==> src/pkg/rail_sup_pkg.sv <==
// rail_sup_pkg: offsets, field layouts, reset values and timing constants
// for the io rail and high-voltage regulator supervisor.
// assumes a 200 MHz clock and a 32-bit apb register bus.
package rail_sup_pkg;
   localparam int unsigned CLK_MHZ = 200;
   // deglitch times, typical values in nanoseconds
   localparam int unsigned OV_T0_NS = 25000;
   localparam int unsigned OV_T1_NS = 45000;
   localparam int unsigned UV_T0_NS = 5000;
   localparam int unsigned UV_T1_NS = 15000;
   localparam int unsigned UV_T2_NS = 25000;
   localparam int unsigned UV_T3_NS = 40000;
   localparam int unsigned OV_C0 = OV_T0_NS * CLK_MHZ / 1000;
   localparam int unsigned OV_C1 = OV_T1_NS * CLK_MHZ / 1000;
   localparam int unsigned UV_C0 = UV_T0_NS * CLK_MHZ / 1000;
   localparam int unsigned UV_C1 = UV_T1_NS * CLK_MHZ / 1000;
   localparam int unsigned UV_C2 = UV_T2_NS * CLK_MHZ / 1000;
   localparam int unsigned UV_C3 = UV_T3_NS * CLK_MHZ / 1000;
   localparam int unsigned CNT_W = 14;

   // register byte addresses
   localparam logic [11:0] ADDR_CFG = 12'h000;
   localparam logic [11:0] ADDR_REACT = 12'h004;
   localparam logic [11:0] ADDR_THR = 12'h008;
   localparam logic [11:0] ADDR_STAT = 12'h00C;
   localparam logic [11:0] ADDR_MASK = 12'h010;
   localparam logic [11:0] ADDR_LIVE = 12'h014;

   // cfg word layout
   localparam int unsigned CFG_SRC_LSB = 0;   // io source, 3 bits
   localparam int unsigned CFG_IO_NOM = 3;
   localparam int unsigned CFG_HV_MODE = 4;   // 1 = switch mode
   localparam int unsigned CFG_HV_NOM = 5;    // 1 = 3.3 V (linear only)
   localparam int unsigned CFG_IO_OVDG = 6;
   localparam int unsigned CFG_IO_UVDG_LSB = 7;
   localparam int unsigned CFG_HV_OVDG = 9;
   localparam int unsigned CFG_HV_UVDG_LSB = 10;
   localparam logic [31:0] CFG_RST = 32'h0000_0000;

   // reaction word: io ov [1:0], io uv [3:2], hv ov [5:4], hv uv [7:6]
   localparam logic [31:0] REACT_RST = 32'h0000_0066;
   // threshold word: io ov, io uv, hv ov, hv uv codes, 4 bits each
   localparam logic [31:0] THR_RST = 32'h0000_0000;

   // status bits
   localparam int unsigned ST_IO_OV = 0;
   localparam int unsigned ST_IO_UV = 1;
   localparam int unsigned ST_HV_OV = 2;
   localparam int unsigned ST_HV_UV = 3;

   // io source encodings; code 7 means external regulator
   localparam logic [2:0] SRC_EXT = 3'h7;
   localparam int unsigned NREG = 7;

   localparam logic [1:0] REACT_NONE = 2'h0;
   localparam logic [1:0] REACT_FS = 2'h1;

   typedef enum logic [2:0] {
      DG_IDLE = 3'b001,
      DG_WAIT = 3'b010,
      DG_FAULT = 3'b100
   } dg_state_t;
endpackage

==> src/pkg/deglitch_if.sv <==
// deglitch_if: raw comparator level, selected count and filtered result.
// assumes one clock domain shared by both ends.
`timescale 1ns/10ps
interface deglitch_if;
   import rail_sup_pkg::*;
   logic raw;
   logic [CNT_W-1:0] limit;
   logic fault;
   modport filt (input raw, input limit, output fault);
   modport user (output raw, output limit, input fault);
endinterface

==> src/rtl/rail_deglitch.sv <==
// rail_deglitch: persistence filter for one comparator output.
// assumes raw is synchronous to i_clk and limit stays at least 1.
`timescale 1ns/10ps
module rail_deglitch
   import rail_sup_pkg::*;
(
   input wire logic i_clk,
   input wire logic i_resetn,
   deglitch_if.filt dg
);
   dg_state_t state_q;
   logic [CNT_W-1:0] cnt_q;

   always_ff @(posedge i_clk or negedge i_resetn) begin
      if (!i_resetn) begin
         state_q <= DG_IDLE;
         cnt_q <= '0;
      end else begin
         case (state_q)
            DG_IDLE: begin
               cnt_q <= CNT_W'(1);
               if (dg.raw) begin
                  state_q <= DG_WAIT;
               end
            end
            DG_WAIT: begin
               // restart on any drop of the condition
               if (!dg.raw) begin
                  state_q <= DG_IDLE;
               end else if (cnt_q >= dg.limit) begin
                  state_q <= DG_FAULT;
               end else begin
                  cnt_q <= cnt_q + CNT_W'(1);
               end
            end
            DG_FAULT: begin
               if (!dg.raw) begin
                  state_q <= DG_IDLE;
               end
            end
            default: state_q <= DG_IDLE;
         endcase
      end
   end

   assign dg.fault = (state_q == DG_FAULT);

   chk_fault_needs_raw: assert property (@(posedge i_clk)
      disable iff (!i_resetn) dg.fault |-> $past(dg.raw))
      else $error("fault without persisting condition");
endmodule

==> src/rtl/io_and_hv_rail_supervisor.sv <==
// io_and_hv_rail_supervisor: filtered fault reaction for the io rail
// monitor and the high-voltage linear regulator monitor, apb registers.
// assumes comparator levels are synchronous to i_clk; the analog side
// applies threshold, nominal and reference outputs.
//
// Behaviour
// io ov switches off the regulator named by the 3-bit source field.
// an external source is never switched off, only its flag is set; the code still drives the io ov pin reaction set by react bits [1:0].
// io ov reaction 00 none, 01 fail-safe, 1x both; reset gives 1x.
// io uv reaction 00 none, 01 fail-safe, 1x both; reset gives 01.
// io ov threshold is a 4-bit code from +2.5% to +10% in 0.5% steps.
// io uv threshold is a 4-bit code from -2.5% to -10% in 0.5% steps.
// io ov deglitch is 25 or 45 us by one bit, uv 5/15/25/40 us by two.
// one bit selects 1.8 V or 3.3 V as the io nominal level.
// one bit sets hv monitor mode; switch mode tracks the core dac.
// switch mode forces 0.8 V; linear mode picks 0.8 V or 3.3 V by a bit.
// hv has separate 2-bit ov and uv reaction fields, restored on reset.
// hv ov and uv thresholds come from two 4-bit codes in one word.
// hv ov deglitch is 25 or 45 us, uv 5/15/25/40 us.
// hv reaction codes map like io; ov defaults to both, uv to fail-safe.
// a fault counts only after lasting the deglitch time; a drop restarts.
// the switched-off regulator stays off until the overvoltage is gone.
// ov and uv flags are set for the host whatever the pin reaction.
//
// Decided for this implementation: the APB register port and the placing of the registers.
`timescale 1ns/10ps
module io_and_hv_rail_supervisor
   import rail_sup_pkg::*;
(
   input wire logic i_clk,
   input wire logic i_resetn,
   input wire logic i_psel,
   input wire logic i_penable,
   input wire logic i_pwrite,
   input wire logic [11:0] i_paddr,
   input wire logic [31:0] i_pwdata,
   output logic [31:0] o_prdata,
   output logic o_pready,
   output logic o_pslverr,
   input wire logic i_io_ov_cmp,
   input wire logic i_io_uv_cmp,
   input wire logic i_hv_ov_cmp,
   input wire logic i_hv_uv_cmp,
   input wire logic [7:0] i_core_dac,
   output logic [NREG-1:0] o_reg_off,
   output logic o_system_reset_out_n,
   output logic o_failsafe_out_n,
   output logic o_irq,
   output logic [3:0] o_io_ov_threshold_code,
   output logic [3:0] o_io_uv_threshold_code,
   output logic [3:0] o_hv_ov_threshold_code,
   output logic [3:0] o_hv_uv_threshold_code,
   output logic o_io_nominal_3v3,
   output logic o_hv_nominal_3v3,
   output logic o_hv_track_dac,
   output logic [7:0] o_hv_reference
);
   logic [31:0] cfg_q, react_q, thr_q;
   logic [3:0] stat_q, mask_q;
   logic [NREG-1:0] reg_off_q;
   logic rst_n_q, fs_n_q;
   logic [31:0] rdata_d;
   logic wr, err_d;
   logic [3:0] flt;
   logic [2:0] io_src;
   logic [1:0] io_ov_r, io_uv_r, hv_ov_r, hv_uv_r, act;

   function automatic logic [CNT_W-1:0] ov_cnt(input logic sel);
      ov_cnt = sel ? CNT_W'(OV_C1) : CNT_W'(OV_C0);
   endfunction

   function automatic logic [CNT_W-1:0] uv_cnt(input logic [1:0] sel);
      case (sel)
         2'h0: uv_cnt = CNT_W'(UV_C0);
         2'h1: uv_cnt = CNT_W'(UV_C1);
         2'h2: uv_cnt = CNT_W'(UV_C2);
         default: uv_cnt = CNT_W'(UV_C3);
      endcase
   endfunction

   // reaction decode: bit0 fail-safe, bit1 reset
   function automatic logic [1:0] react(input logic [1:0] sel,
                                        input logic f);
      react = {f && sel[1], f && (sel != REACT_NONE)};
   endfunction

   deglitch_if dg_io_ov ();
   deglitch_if dg_io_uv ();
   deglitch_if dg_hv_ov ();
   deglitch_if dg_hv_uv ();

   assign dg_io_ov.raw = i_io_ov_cmp;
   assign dg_io_uv.raw = i_io_uv_cmp;
   assign dg_hv_ov.raw = i_hv_ov_cmp;
   assign dg_hv_uv.raw = i_hv_uv_cmp;
   assign dg_io_ov.limit = ov_cnt(cfg_q[CFG_IO_OVDG]);
   assign dg_io_uv.limit = uv_cnt(cfg_q[CFG_IO_UVDG_LSB +: 2]);
   assign dg_hv_ov.limit = ov_cnt(cfg_q[CFG_HV_OVDG]);
   assign dg_hv_uv.limit = uv_cnt(cfg_q[CFG_HV_UVDG_LSB +: 2]);

   rail_deglitch u_io_ov (.i_clk(i_clk), .i_resetn(i_resetn),
      .dg(dg_io_ov.filt));
   rail_deglitch u_io_uv (.i_clk(i_clk), .i_resetn(i_resetn),
      .dg(dg_io_uv.filt));
   rail_deglitch u_hv_ov (.i_clk(i_clk), .i_resetn(i_resetn),
      .dg(dg_hv_ov.filt));
   rail_deglitch u_hv_uv (.i_clk(i_clk), .i_resetn(i_resetn),
      .dg(dg_hv_uv.filt));

   assign flt[ST_IO_OV] = dg_io_ov.fault;
   assign flt[ST_IO_UV] = dg_io_uv.fault;
   assign flt[ST_HV_OV] = dg_hv_ov.fault;
   assign flt[ST_HV_UV] = dg_hv_uv.fault;

   assign io_src = cfg_q[CFG_SRC_LSB +: 3];
   assign io_ov_r = react_q[1:0];
   assign io_uv_r = react_q[3:2];
   assign hv_ov_r = react_q[5:4];
   assign hv_uv_r = react_q[7:6];

   // apb: zero wait states, unmapped addresses answer with pslverr
   assign o_pready = 1'b1;
   assign wr = i_psel && i_penable && i_pwrite;

   always_comb begin
      rdata_d = 32'h0000_0000;
      err_d = 1'b0;
      case (i_paddr)
         ADDR_CFG: rdata_d = cfg_q;
         ADDR_REACT: rdata_d = react_q;
         ADDR_THR: rdata_d = thr_q;
         ADDR_STAT: rdata_d = {28'h0, stat_q};
         ADDR_MASK: rdata_d = {28'h0, mask_q};
         ADDR_LIVE: rdata_d = {21'h0, reg_off_q, flt};
         default: err_d = 1'b1;
      endcase
   end

   assign o_pslverr = i_psel && i_penable && err_d;

   always_ff @(posedge i_clk or negedge i_resetn) begin
      if (!i_resetn) begin
         o_prdata <= 32'h0000_0000;
      end else if (i_psel && !i_penable && !i_pwrite) begin
         o_prdata <= rdata_d;
      end
   end

   // configuration words; reaction fields come back to defaults on reset
   always_ff @(posedge i_clk or negedge i_resetn) begin
      if (!i_resetn) begin
         cfg_q <= CFG_RST;
         react_q <= REACT_RST;
         thr_q <= THR_RST;
         mask_q <= 4'h0;
      end else if (wr) begin
         case (i_paddr)
            ADDR_CFG: cfg_q <= {20'h0, i_pwdata[11:0]};
            ADDR_REACT: react_q <= {24'h0, i_pwdata[7:0]};
            ADDR_THR: thr_q <= {16'h0, i_pwdata[15:0]};
            ADDR_MASK: mask_q <= i_pwdata[3:0];
            default: ;
         endcase
      end
   end

   // sticky flags, set wins over write-one-to-clear
   always_ff @(posedge i_clk or negedge i_resetn) begin
      if (!i_resetn) begin
         stat_q <= 4'h0;
      end else begin
         stat_q <= (stat_q & ~((wr && i_paddr == ADDR_STAT) ?
            i_pwdata[3:0] : 4'h0)) | flt;
      end
   end

   assign o_irq = |(stat_q & mask_q);

   // switch-off held while the filtered overvoltage lasts
   always_ff @(posedge i_clk or negedge i_resetn) begin
      if (!i_resetn) begin
         reg_off_q <= '0;
      end else begin
         for (int i = 0; i < NREG; i++) begin
            reg_off_q[i] <= flt[ST_IO_OV] && io_src != SRC_EXT
               && io_src == 3'(i);
         end
      end
   end
   assign o_reg_off = reg_off_q;

   // pin reaction, outputs active low
   assign act = react(io_ov_r, flt[ST_IO_OV]) | react(io_uv_r, flt[ST_IO_UV])
      | react(hv_ov_r, flt[ST_HV_OV])
      | react(hv_uv_r, flt[ST_HV_UV]);
   always_ff @(posedge i_clk or negedge i_resetn) begin
      if (!i_resetn) begin
         rst_n_q <= 1'b1;
         fs_n_q <= 1'b1;
      end else begin
         fs_n_q <= !act[0];
         rst_n_q <= !act[1];
      end
   end
   assign o_system_reset_out_n = rst_n_q;
   assign o_failsafe_out_n = fs_n_q;

   assign o_io_ov_threshold_code = thr_q[3:0];
   assign o_io_uv_threshold_code = thr_q[7:4];
   assign o_hv_ov_threshold_code = thr_q[11:8];
   assign o_hv_uv_threshold_code = thr_q[15:12];
   assign o_io_nominal_3v3 = cfg_q[CFG_IO_NOM];
   assign o_hv_track_dac = cfg_q[CFG_HV_MODE];
   // switch mode is only valid at 0.8 V
   assign o_hv_nominal_3v3 = !cfg_q[CFG_HV_MODE]
      && cfg_q[CFG_HV_NOM];
   assign o_hv_reference = cfg_q[CFG_HV_MODE] ? i_core_dac
      : 8'h00;

   chk_ext_no_off: assert property (@(posedge i_clk) disable iff (!i_resetn)
      io_src == SRC_EXT |=> o_reg_off == '0)
      else $error("external source switched off");
   chk_ov_switch_off: assert property (@(posedge i_clk)
      disable iff (!i_resetn)
      flt[ST_IO_OV] && io_src != SRC_EXT && $stable(io_src)
      |=> o_reg_off[$past(io_src)])
      else $error("overvoltage regulator not switched off");
   chk_off_held_ov: assert property (@(posedge i_clk)
      disable iff (!i_resetn)
      !flt[ST_IO_OV] |=> o_reg_off == '0)
      else $error("switch-off without overvoltage");
   chk_flag_set: assert property (@(posedge i_clk) disable iff (!i_resetn)
      flt[ST_HV_UV] |=> stat_q[ST_HV_UV])
      else $error("flag not set on fault");
   chk_io_ov_both: assert property (@(posedge i_clk)
      disable iff (!i_resetn)
      flt[ST_IO_OV] && io_ov_r[1] |=> !o_system_reset_out_n
      && !o_failsafe_out_n)
      else $error("io ov reaction missing");
   chk_io_uv_fs: assert property (@(posedge i_clk) disable iff (!i_resetn)
      flt[ST_IO_UV] && io_uv_r != REACT_NONE |=> !o_failsafe_out_n)
      else $error("io uv fail-safe missing");
   chk_hv_no_react: assert property (@(posedge i_clk)
      disable iff (!i_resetn)
      flt == 4'h0 |=> o_system_reset_out_n && o_failsafe_out_n)
      else $error("reaction without fault");
   chk_hv_sw_nom: assert property (@(posedge i_clk) disable iff (!i_resetn)
      cfg_q[CFG_HV_MODE] |-> !o_hv_nominal_3v3)
      else $error("switch mode at 3.3 V");
   chk_ov_deglitch: assert property (@(posedge i_clk)
      disable iff (!i_resetn)
      $rose(flt[ST_IO_OV]) |-> $past(i_io_ov_cmp, 8))
      else $error("io ov flagged too soon");
   chk_hv_uv_reset: assert property (@(posedge i_clk)
      disable iff (!i_resetn)
      flt[ST_HV_UV] && hv_uv_r[1] |=> !o_system_reset_out_n)
      else $error("hv uv reset missing");

   cov_io_ov_off: cover property (@(posedge i_clk) disable iff (!i_resetn)
      |o_reg_off);
   cov_irq: cover property (@(posedge i_clk) disable iff (!i_resetn)
      $rose(o_irq));
   cov_reset_out: cover property (@(posedge i_clk)
      disable iff (!i_resetn) $fell(o_system_reset_out_n));
   cov_hv_switch: cover property (@(posedge i_clk)
      disable iff (!i_resetn) flt[ST_HV_OV] && o_hv_track_dac);
endmodule

==> config.mk <==
export PLATFORM = sky130hd
export DESIGN_NAME = io_and_hv_rail_supervisor
export DESIGN_NICKNAME = d
export VERILOG_FILES = /design/src/pkg/rail_sup_pkg.sv /design/src/pkg/deglitch_if.sv /design/src/rtl/rail_deglitch.sv /design/src/rtl/io_and_hv_rail_supervisor.sv
export SDC_FILE = /design/constraint.sdc
export NUM_CORES = 1
export LEC_CHECK = 0
export BUFFER_PORTS_ARGS = -buffer_cell sky130_fd_sc_hd__buf_2
export CELL_PAD_IN_SITES_DETAIL_PLACEMENT = 0
export CELL_PAD_IN_SITES_GLOBAL_PLACEMENT = 1
export CORE_MARGIN = 3
export CORE_UTILIZATION = 47
export CTS_BUF_LIST = sky130_fd_sc_hd__clkbuf_4 sky130_fd_sc_hd__clkbuf_8 sky130_fd_sc_hd__clkbuf_16
export CTS_CLUSTER_SIZE = 16
export DETAILED_ROUTE_END_ITERATION = 6
export PLACE_DENSITY_LB_ADDON = 0.1
export RECOVER_POWER = 50
export SKIP_LAST_GASP = 1
export SLEW_MARGIN = 40
export SYNTH_ARGS = -nofsm -noshare
export SYNTH_HDL_FRONTEND = slang
export SYNTH_SLANG_ARGS = --single-unit
==> constraint.sdc <==
create_clock -name i_clk -period 4.22 [get_ports i_clk]
set_input_delay 0.633 -clock i_clk [delete_from_list [all_inputs] [get_ports i_clk]]
set_output_delay 0.633 -clock i_clk [all_outputs]
set_load 0.05 [all_outputs]
After elaboration in Yosys (flattened, before gate mapping)
Cells that the tools add are included.

storage, ports and cells
  register bits = 153
  output and inout bits = 71
  latch bits = 0
  memory bits (writable) = 0
  word-level logic and storage cells = 174
  bits in read-only memories = 0
  memories = 0
  bits of input ports = 61

operators by class
  muxes and demuxes = 40
  $mul = 0
  bitwise operators = 7
  reductions and logical operators = 54
  div/mod/pow operators = 0
  $add $sub $neg = 4
  shift operators = 0
  magnitude comparators = 4
  equal/unequal tests = 48

operator list
  kind                     count
  $mux W14                 10
  $pmux W14 S2             4
  $pmux W16 S6             1
  $pmux W13 S3             2
  $add A14 B1 Y14 const B  4
  $mux W3                  16
  $pmux W3 S3              4
  $ne A2 B2 Y1 const B     16
  $ge A14 B13 Y1           2
  $ge A14 B14 Y1           2
  $eq A12 B4 Y1 const B    2
  $eq A12 B5 Y1 const B    2
  $reduce_and A3 Y1        8
  $logic_and A1 B1 Y1      23
  $eq A3 B3 Y1 const B     7
  $eq A3 B2 Y1 const B     6
  $reduce_bool A2 Y1       8
  $eq A3 B1 Y1 const B     5
  $eq A12 B3 Y1 const B    1
  $logic_not A12 Y1        1
  $ne A3 B2 Y1 const B     4
  $and A4 B4 Y4            2
  $mux W8                  1
  $reduce_and A2 Y1        4
  other kinds (13)         22

Depth between registers and ports, before layout
Gate-level depths: netlist (run 1).

  depth in word-level cells = 7
  gate-level depth with buffers = 11
  depth with buffers taken out = 10

By module
Synthesis (run 1) repeated with hierarchy kept, for this count alone.

second synthesis, totals
  cells, all modules = 909
  area, all modules = 8,748.4 sq um

by module, submodules not included
  module                     instances  area an instance (sq um)  cells an instance  seq. area each (sq um)
  rail_deglitch              4          1,310.0                   152                426.7
  io_and_hv_rail_supervisor  1          3,508.4                   301                1,734.2

Least setup slack after synthesis (run 1)
OpenSTA, ideal clock, no wires.

  path type = in2out
  start = input port i_paddr[4]
  end = output port o_pslverr
  stages on the path = 4
  arrival = 2.058 ns
  path slack = 1.529 ns
  required time = 3.587 ns
  path buffers = 2
  cell sequence = buf_2 buf_1 nand2_1 a21oi_1

between the ends
  longest elaborated chain between the ends = 4
  elaborated cells between the ends (all ways) = 9
  classes of those cells = 5 x eq/ne; 1 x mux; 3 x reduce/logical

RTL lines
  item                                   line                              text
  start: declaration                     io_and_hv_rail_supervisor.sv:35   input wire logic [11:0] i_paddr,
  $eq A12 B4 Y1 (tied with other cells)  io_and_hv_rail_supervisor.sv:128  case (i_paddr)
  $reduce_or A6 Y1 (no source line) (*)  -
  $mux W1 (*)                            io_and_hv_rail_supervisor.sv:128
  $logic_and A1 B1 Y1 (*)                io_and_hv_rail_supervisor.sv:139  assign o_pslverr = i_psel && i_penable && err_d;
  end: declaration                       io_and_hv_rail_supervisor.sv:39   output logic o_pslverr,

Every way passes the cells marked *; elsewhere a longest branch is shown, timed or not.

Final worst setup path (run 1)
  start = register cfg_q[10]
  end = register u_hv_uv.cnt_q[7]

between the ends
  longest elaborated chain between the ends = 5
  elaborated cells between the ends (all ways) = 7
  classes of those cells = 1 x order compare; 3 x eq/ne; 1 x mux; 2 x reduce/logical

RTL lines
  item                                    line                              text
  start: declaration                      io_and_hv_rail_supervisor.sv:58   logic [31:0] cfg_q, react_q, thr_q;
  start signal: assignment                io_and_hv_rail_supervisor.sv:158  ADDR_CFG: cfg_q <= {20'h0, i_pwdata[11:0]};
  $eq A2 B2 Y1 (tied with other cells)    io_and_hv_rail_supervisor.sv:73   case (sel)
  $pmux W13 S3 (*)                        io_and_hv_rail_supervisor.sv:73
  $ge A14 B13 Y1 (*)                      rail_deglitch.sv:30               end else if (cnt_q >= dg.limit) begin
  $ne A2 B2 Y1 (no source line) (*)       -
  $reduce_and A3 Y1 (no source line) (*)  -
  end signal: assignment                  rail_deglitch.sv:33               cnt_q <= cnt_q + CNT_W'(1);
  end: declaration                        rail_deglitch.sv:12               logic [CNT_W-1:0] cnt_q;

Marked as above.
A chain may end at the register's enable or synchronous reset.

==> results_dict.tcl, run 1 <==
set metrics [dict create \
    status "finished, violations left" \
    violations "max-capacitance violations, max-slew violations" \
    cts_setup_buffers 0 \
    synth_warnings 0 \
    max_slew_margin -0.1688 \
    synthCells 763 \
    ios 132 \
    endpoint_kind "register" \
    combPwrFrac 0.111 \
    final_cell_mix "dfrtp_1, buf_2, nand2_1, nor2_1, o21ai_0" \
    cp.arrival_ns 3.23 \
    syn-mean-instance-area_um2 10.01 \
    fmax_ghz 0.3472 \
    placementRows 45 \
    final_common_cell "dfrtp_1" \
    netlist_area_um2 7640 \
    p_clk_frac 0.461 \
    p_seq_frac 0.428 \
    intPower_uw 2371 \
    gr-usage-all-layers 0.2191 \
    htreeDepth 4 \
    clockBufferDepth 2 \
    worst_slew_pin_slew_ns 1.753 \
    viasPerCell 5.674 \
    cts_hold_buf 0 \
    grt_pass1_vias 6184 \
    final_cell_area_um2 8896 \
    gp_congestion 0.8209 \
    synth_edf_count 0 \
    crit_required_ns 4.57 \
    totalWireLength_um 19000 \
    final.min_clock_period_ns 2.880 \
    peakVddDrop_mv 0.3043 \
    drc 0 \
    hp-class "in -> reg" \
    cts-root-buf "clkbuf_16" \
    cap_viol_max_count 1 \
    setup_viol 0 \
    powerDensity_nw_per_um2 372.0 \
    synthDistinctLibCells 62 \
    grt_pass1_wl_um 31420 \
    async_flop_share 1.000 \
    grt_max_degree 101 \
    hpwl_um 13630 \
    drtPass1Iterations 5 \
    tns_ns 0 \
    drive_above_1_share 0.2064 \
    die_y_um 133.5 \
    max_stage_delay_ns 0.56 \
    cp_cell_sequence "inv_1, ha_1, ha_1, a21oi_1, o21ai_0, o211ai_1, nand2_1, or4_1, a21oi_1" \
    skew_ns 0.01469 \
    wl_per_cell_um 17.46 \
    start_util 0.4916 \
    ys_ff_latch 137 \
    synth_area_leaders "dfrtp_1, ha_1, mux2_2" \
    clock-sinks 137 \
    worstSkewPairLatency_ns 0.43 \
    power.leakage_uw 0.004191 \
    num_antenna_cells 0 \
    cp.buffers_inverters 1 \
    fp.dieW_um 133.5 \
    antenna_found_initial 1 \
    core-area_um2 15540 \
    drt_iter0_drc 390 \
    ant_nets 0 \
    vias 6173 \
    period_share 0.6825 \
    swShare 0.2837 \
    synth_ff_type "dfrtp_1" \
    postPlaceCellArea_um2 8315 \
    crit_slowest_cell "or4_1" \
    areaGrowthSynthToFinish_pct 16.44 \
    synth_top_area_cell "dfrtp_1" \
    worst_setup_path_start_kind "register" \
    port_buffers 98 \
    path_max_fanout 9 \
    rsz0062_at_grt "no" \
    numCtsBuffers 17 \
    die_area_um2 17820 \
    finalNetCount 967 \
    synth-seq-area-share 0.4504 \
    hold_violations 0 \
    critical_path.top_delay_family "simple AND/OR/NAND/NOR gates" \
    cts_tree "yes" \
    overflow 0 \
    power_switching_uw 938.8 \
    crit_type "reg -> reg" \
    cts.reportedPaths.clkPinSlew_ns 0.06 \
    slew_viol_final 29 \
    cts_resized 0 \
    synth_top_area_share 0.4160 \
]
==> metal layers <==
metal  wire length (um)  GRT usage  vias up
met1               8387     0.2860     3048
met3                921    0.05023       25
li1                   -          -     2947
met5                 13          0        -
met4                238    0.06571        2
met2               9440     0.3660      151
==> registers in the layout, indices dropped and copies added (netlist names), 4 cells and up <==
name           count
u_io_ov.cnt_q     14
thr_q             16
stat_q             4
u_hv_uv.cnt_q     14
mask_q             4
u_hv_ov.cnt_q     14
react_q            8
u_io_uv.cnt_q     14
cfg_q             12
o_reg_off          7
o_prdata          16
==> worst paths after layout <==
check / start / to / slack [ns] / cells past startpoint
worst max-delay path: cfg_q[10] / u_hv_uv.cnt_q[7] / 1.34 / 9
worst min-delay path: i_hv_uv_cmp / u_hv_uv.state_q[0] / 0.40 / 2
worst max register to register: cfg_q[10] / u_hv_uv.cnt_q[7] / 1.34 / 9
worst min register to register: o_prdata[2] / o_prdata[2] / 0.49 / 2
max in group asynchronous: i_resetn / o_prdata[14] / 1.45 / 3
min in group asynchronous: i_resetn / u_hv_uv.cnt_q[8] / 0.67 / 1
==> cells by family (layout without fill, tap and decap cells) <==
logic type	Yosys count	count (layout)	synth area share
simple gates	265	265	0.1875
compound gates	172	172	0.1482
buf+inv	75	174	0.04618
xor+xnor	20	20	0.02293
mux	50	50	0.07501
fa+ha+maj	42	42	0.06878
other cells	2	17	0.0009830
flops	137	137	0.4504
==> area by class of cell <==
class | instances | area [um2]
clock buffer | 18 | 439.2
clock inverter | 14 | 160.2
fill | 1424 | 6644
inverter | 35 | 131.4
multi-input combinational | 566 | 3914
sequential | 137 | 3441
tap | 211 | 264.0
timing repair buffer | 107 | 546.8
==> per-stage QoR <==
step | hold WS, ns | setup slack [ns] | utilization | total power (uW) | std cells
6_report | 0.4007 | 1.340 | 0.5725 | 3310 | 1088
5_1_grt | 0.3939 | 0.9203 | 0.5725 | 3449 | 1088
4_1_cts | 0.2815 | 1.351 | 0.5737 | 3340 | 1087
3_5_place_dp | 0.4750 | 1.091 | 0.5351 | 1809 | 1055
3_3_place_gp | 0.4712 | 1.187 | 0.5338 | 1792 | 1055
2_1_floorplan | 0.3374 | 1.529 | - | 1688 | 778
==> synthesized netlist by cell type (6+ instances only) <==
cell,count
inv_1,35
dfstp_2,10
mux2_2,38
nand3_1,23
nor2_1,48
o211ai_1,11
a22o_1,6
a22oi_1,11
dfrtp_1,127
nand2b_1,13
nand2_1,64
o31ai_1,13
mux2i_1,10
or4_1,12
o2111ai_1,6
buf_4,18
nor2b_1,7
a21o_1,6
a21oi_1,43
and2_1,14
xor2_1,18
ha_1,42
nor3b_1,13
clkbuf_1,16
o21ai_0,46
nor3_1,12
and3_1,12
nand4_1,11
or3_1,11
==> power groups by stage <==
| stage | Sequential [uW] | Clock [uW] | Combinational [uW] |
|---|---|---|---|
| after CTS | 1420 | 1550 | 371 |
| after global routing | 1420 | 1610 | 414 |
| after detailed placement | 1440 | 0 | 369 |
| final | 1410 | 1530 | 368 |
| after global placement | 1440 | 0 | 357 |
| after floorplan | 1410 | 0 | 277 |
No activity file was read; power rests on OpenSTA's default activity.
==> run 2: changes to the inputs <==
Settings changed: CORE_UTILIZATION 47 to 44.
Clock period 4.22 ns to 2.8 ns, I/O delays scaled along.
==> results_dict.tcl, run 2 (synthesized netlist as in run 1, its figures left out) <==
set metrics [dict create \
    max_slew_margin -0.09730 \
    setup_viol 0 \
    die_area_um2 18980 \
    port_buffers 98 \
    worst_slack_ns 0.1012 \
    fmax_ghz 0.3705 \
    antenna_found_initial 1 \
    peakVddDrop_mv 0.4671 \
    cp_cell_sequence "inv_1, ha_1, inv_1, ha_1, nand4b_1, a311oi_2, o211ai_1, buf_4, and2_2, o211ai_1, mux2i_1" \
    htreeDepth 4 \
    tns_ns 0 \
    powerDensity_nw_per_um2 577.7 \
    overflow 0 \
    areaGrowthSynthToFinish_pct 19.95 \
    postPlaceCellArea_um2 8464 \
    cp.arrival_ns 3.04 \
    crit_slowest_cell "dfrtp_1" \
    viasPerCell 5.658 \
    violations "max-capacitance violations, max-slew violations" \
    ant_nets 0 \
    gr-usage-all-layers 0.2131 \
    hp-class "in -> reg" \
    drc 0 \
    grt_pass1_vias 6131 \
    status "finished, violations left" \
    max_stage_delay_ns 0.42 \
    power_uw 5294 \
    reg_top3 "o_prdata (16), thr_q (16)" \
    hold_violations 0 \
    placementRows 47 \
    drtPass1Iterations 5 \
    dp_slack_ns 0.07132 \
    r2r_setup_slack_ns 0.10 \
    skew_ns 0.01328 \
    final_common_cell "dfrtp_1" \
    cp.depth 11 \
    worst_setup_path_start_kind "register" \
    r2r_end "u_hv_uv.cnt_q[9]" \
    fp.dieW_um 137.8 \
    clock-sinks 137 \
    grt_pass1_wl_um 31420 \
    final_cell_mix "dfrtp_1, buf_2, nand2_1, nor2_1, o21ai_0" \
    worst_slew_pin_slew_ns 1.646 \
    cts_tree "yes" \
    cp.buffers_inverters 3 \
    grt_max_degree 64 \
    critical_path.top_delay_family "compound AO/OA/AOI/OAI gates" \
    final.min_clock_period_ns 2.699 \
    power.leakage_uw 0.004315 \
    crit_required_ns 3.14 \
    clockBufferDepth 2 \
    wl_per_cell_um 17.68 \
    slew_viol_final 64 \
    ios 132 \
    totalWireLength_um 19840 \
    numCtsBuffers 17 \
    reg2reg_depth 11 \
    start_util 0.4558 \
    drive_above_1_share 0.2328 \
    crit_type "reg -> reg" \
    hpwl_um 14220 \
    path_max_fanout 9 \
    endpoint_kind "register" \
    cts.reportedPaths.clkPinSlew_ns 0.06 \
    drt_iter0_drc 416 \
    vias 6348 \
    die_y_um 137.8 \
    gp_congestion 0.8528 \
    cts-root-buf "clkbuf_16" \
    startpoint "cfg_q[11]" \
    cts_hold_buf 0 \
    num_antenna_cells 0 \
    worstSkewPairLatency_ns 0.42 \
    r2r_start "cfg_q[11]" \
    final_cell_area_um2 9164 \
    finalNetCount 992 \
    cap_viol_max_count 1 \
    core-area_um2 16760 \
    worstSetupEndpoint "u_hv_uv.cnt_q[9]" \
    period_share 0.9639 \
]
-- run 2: cell types whose count changed in the layout (fill, tap and decap cells not counted), sizes merged --
cell,before,now
clkinv,5,3
clkinvlp,1,2
bufinv,2,6
clkbuf,37,46
inv,41,36
buf,88,106
-- run 2: area by class of cell --
class,count,area [um2]
Tap cell,220,275.3
Multi-Input combinational cell,566,3926
Fill cell,1528,7596
Timing Repair Buffer,132,709.4
Inverter,35,131.4
Clock inverter,12,222.7
Clock buffer,20,454.2
Sequential cell,137,3445
-- run 2: what timing repair did --
item / 4_1_cts / 5_1_grt
endpoints found under the setup margin: 0 / 18
gates resized for setup: 0 / 13
buffers inserted: 0 / 7
-- run 2: how the worst min path moves through the flow --
stage                            start                  to  slack (ns)  cells past startpoint
after global placement        i_resetn    u_hv_uv.cnt_q[3]        0.46                      1
after floorplan               i_resetn            cfg_q[0]        0.12                      0
final                      i_io_ov_cmp  u_io_ov.state_q[0]        0.20                      2
after CTS                     i_resetn    u_hv_uv.cnt_q[3]        0.01                      1
after global routing      i_pwdata[12]           thr_q[12]        0.20                      2
after detailed placement    react_q[0]    o_failsafe_out_n        0.45                      1
-- run 2: power breakdown --
| group | internal [uW] | switching, uW |
|---|---|---|
| Sequential | 2040 | 89.6 |
| Clock | 1710 | 878 |
| Combinational | 182 | 384 |
| Total | 3940 | 1350 |
-- run 2: worst reg2reg max path, delay by kind of cell, from the launching register on --
kind / cells / cell delay [ns]
compound gates: 3 / 0.75
flops: 1 / 0.42
mux: 1 / 0.21
fa+ha+maj: 2 / 0.48
simple gates: 2 / 0.38
buf+inv: 3 / 0.39
-- run 2: routing by layer --
layer  vias up  wire, um  GRT usage
met5         -         7          0
met4         2       465    0.07300
met3        40       908    0.05515
met2       152     10060     0.3571
met1      3154      8398     0.2678
li1       3000         -          -
-- run 2: through the flow --
stage	hold slack, ns	util	cells
after floorplan	0.1244	-	778
after global placement	0.4557	0.5050	1083
after detailed placement	0.4518	0.5050	1083
after CTS	0.01452	0.5454	1115
after global routing	0.2042	0.5468	1122
final	0.1958	0.5468	1122
==> run 3: changes to the inputs <==
Settings changed: CORE_UTILIZATION 44 to 40, TNS_END_PERCENT set to 50.
==> results_dict.tcl, run 3 (synthesized netlist as in run 1, its figures left out) <==
set metrics [dict create \
    status "finished, violations left" \
    violations "max-capacitance violations, max-slew violations" \
    worst_setup_path_start_kind "register" \
    num_antenna_cells 0 \
    numCtsBuffers 17 \
    cts_tree "yes" \
    grt_max_degree 67 \
    grt_pass1_vias 6242 \
    areaGrowthSynthToFinish_pct 18.64 \
    cp_cell_sequence "inv_1, ha_1, nor2_1, ha_1, a21o_1, a211oi_2, and2_4, nand2_1, or4_1, a21oi_1" \
    drive_above_1_share 0.2425 \
    fp.dieW_um 144.2 \
    skew_ns 0.007825 \
    regArea_um2 3446 \
    final_common_cell "dfrtp_1" \
    cp.buffers_inverters 1 \
    hpwl_um 14520 \
    period_share 0.9481 \
    die_y_um 144.2 \
    clockBufferDepth 2 \
    core-area_um2 18330 \
    path_max_fanout 5 \
    port_buffers 98 \
    powerDensity_nw_per_um2 541.8 \
    placementRows 49 \
    htreeDepth 4 \
    ant_nets 0 \
    viasPerCell 5.564 \
    antenna_found_initial 1 \
    crit_slowest_cell "or4_1" \
    max_stage_delay_ns 0.52 \
    max_slew_margin -0.1514 \
    cts_hold_buf 0 \
    drc 0 \
    dp_slack_ns 0.01294 \
    gp_congestion 0.8079 \
    setup_viol 0 \
    drt_iter0_drc 310 \
    clock-sinks 137 \
    cp.arrival_ns 3.01 \
    crit_type "reg -> reg" \
    final_cell_mix "dfrtp_1, buf_2, nand2_1, nor2_1, o21ai_0" \
    vias 6276 \
    start_util 0.4168 \
    die_area_um2 20790 \
    grt_pass1_wl_um 32240 \
    worstSkewPairLatency_ns 0.43 \
    critical_path.top_delay_family "simple AND/OR/NAND/NOR gates" \
    fillCellCount 1716 \
    cap_viol_max_count 1 \
    power_uw 4911 \
    gr-usage-all-layers 0.1957 \
    overflow 0 \
    power.leakage_uw 0.004282 \
    hp-class "in -> reg" \
    reg_top3 "o_prdata (16), thr_q (16)" \
    wl_per_cell_um 17.55 \
    multiInputGateArea_um2 3951 \
    worst_slew_pin_slew_ns 1.727 \
    slew_viol_final 67 \
    worst_slack_ns 0.1452 \
    cpMostUsedCell "ha_1" \
    peakVddDrop_mv 0.4266 \
    totalWireLength_um 19790 \
    final.min_clock_period_ns 2.655 \
    cts.reportedPaths.clkPinSlew_ns 0.06 \
    endpoint_kind "register" \
    holdWs_ns 0.1875 \
    crit_required_ns 3.15 \
    fin_util 0.4944 \
    cts-root-buf "clkbuf_16" \
    ios 132 \
    fmax_ghz 0.3767 \
    finalNetCount 989 \
    hold_violations 0 \
    drtPass1Iterations 5 \
    rsz0062_at_grt "yes" \
]
-- run 3: changes by cell type in the layout (fill, tap and decap cells not counted), sizes merged --
cell / previous run / this run
clkinv: 3 / 5
o211ai: 13 / 14
inv: 36 / 42
buf: 106 / 108
clkinvlp: 2 / 1
clkbuf: 46 / 38
bufinv: 6 / 1
-- run 3: report_power, final --
group	internal, uW	switching (uW)	total, uW
clock	1250	954	2210
sequential	2050	90.1	2140
combinational	180	389	569
total	3480	1430	4910
-- run 3: per-layer routing --
layer | up-vias | part of all wire | global-route usage
met5 | - | 0.00066 | 0
met4 | 2 | 0.017 | 0.06382
met3 | 30 | 0.047 | 0.04464
met2 | 147 | 0.49 | 0.3285
met1 | 3091 | 0.44 | 0.2515
li1 | 3006 | - | -
-- run 3: path summary, 6_finish.rpt --
kind                        startpoint            endpoint  slack (ns)  cells after the start
max                          cfg_q[11]    u_hv_uv.cnt_q[7]        0.15                     10
min                        i_hv_uv_cmp  u_hv_uv.state_q[0]        0.19                      2
max reg2reg                  cfg_q[11]    u_hv_uv.cnt_q[7]        0.15                     10
min reg2reg                o_prdata[3]         o_prdata[3]        0.48                      2
max in group asynchronous     i_resetn   u_hv_ov.cnt_q[10]        0.60                      2
min in group asynchronous     i_resetn    u_hv_uv.cnt_q[5]        0.44                      1
-- run 3: area by class of cell --
class                   instances  share of cell area
flip-flops and latches        137              0.3802
inverters                      35             0.01449
repair buffers                128             0.07510
well taps                     229             0.03161
clock buffers                  18             0.04776
clock inverters                14             0.01491
multi-input cells             567              0.4359
-- run 3: metrics by stage --
stage | std cells | cell area, um2 | TNS, ns
2_1_floorplan | 778 | 7696 | 0
3_3_place_gp | 1092 | 8476 | 0
3_5_place_dp | 1092 | 8476 | 0
4_1_cts | 1124 | 9049 | 0
5_1_grt | 1128 | 9064 | -0.03256
6_report | 1128 | 9064 | 0
-- run 3: timing repair --
item | in CTS | in global routing
pin swaps | 0 | 3
gates resized for setup | 1 | 12
cloned | 0 | 1
setup endpoints to repair | 2 | 16
setup buffers | 0 | 3
hold endpoints to repair | 0 | 0
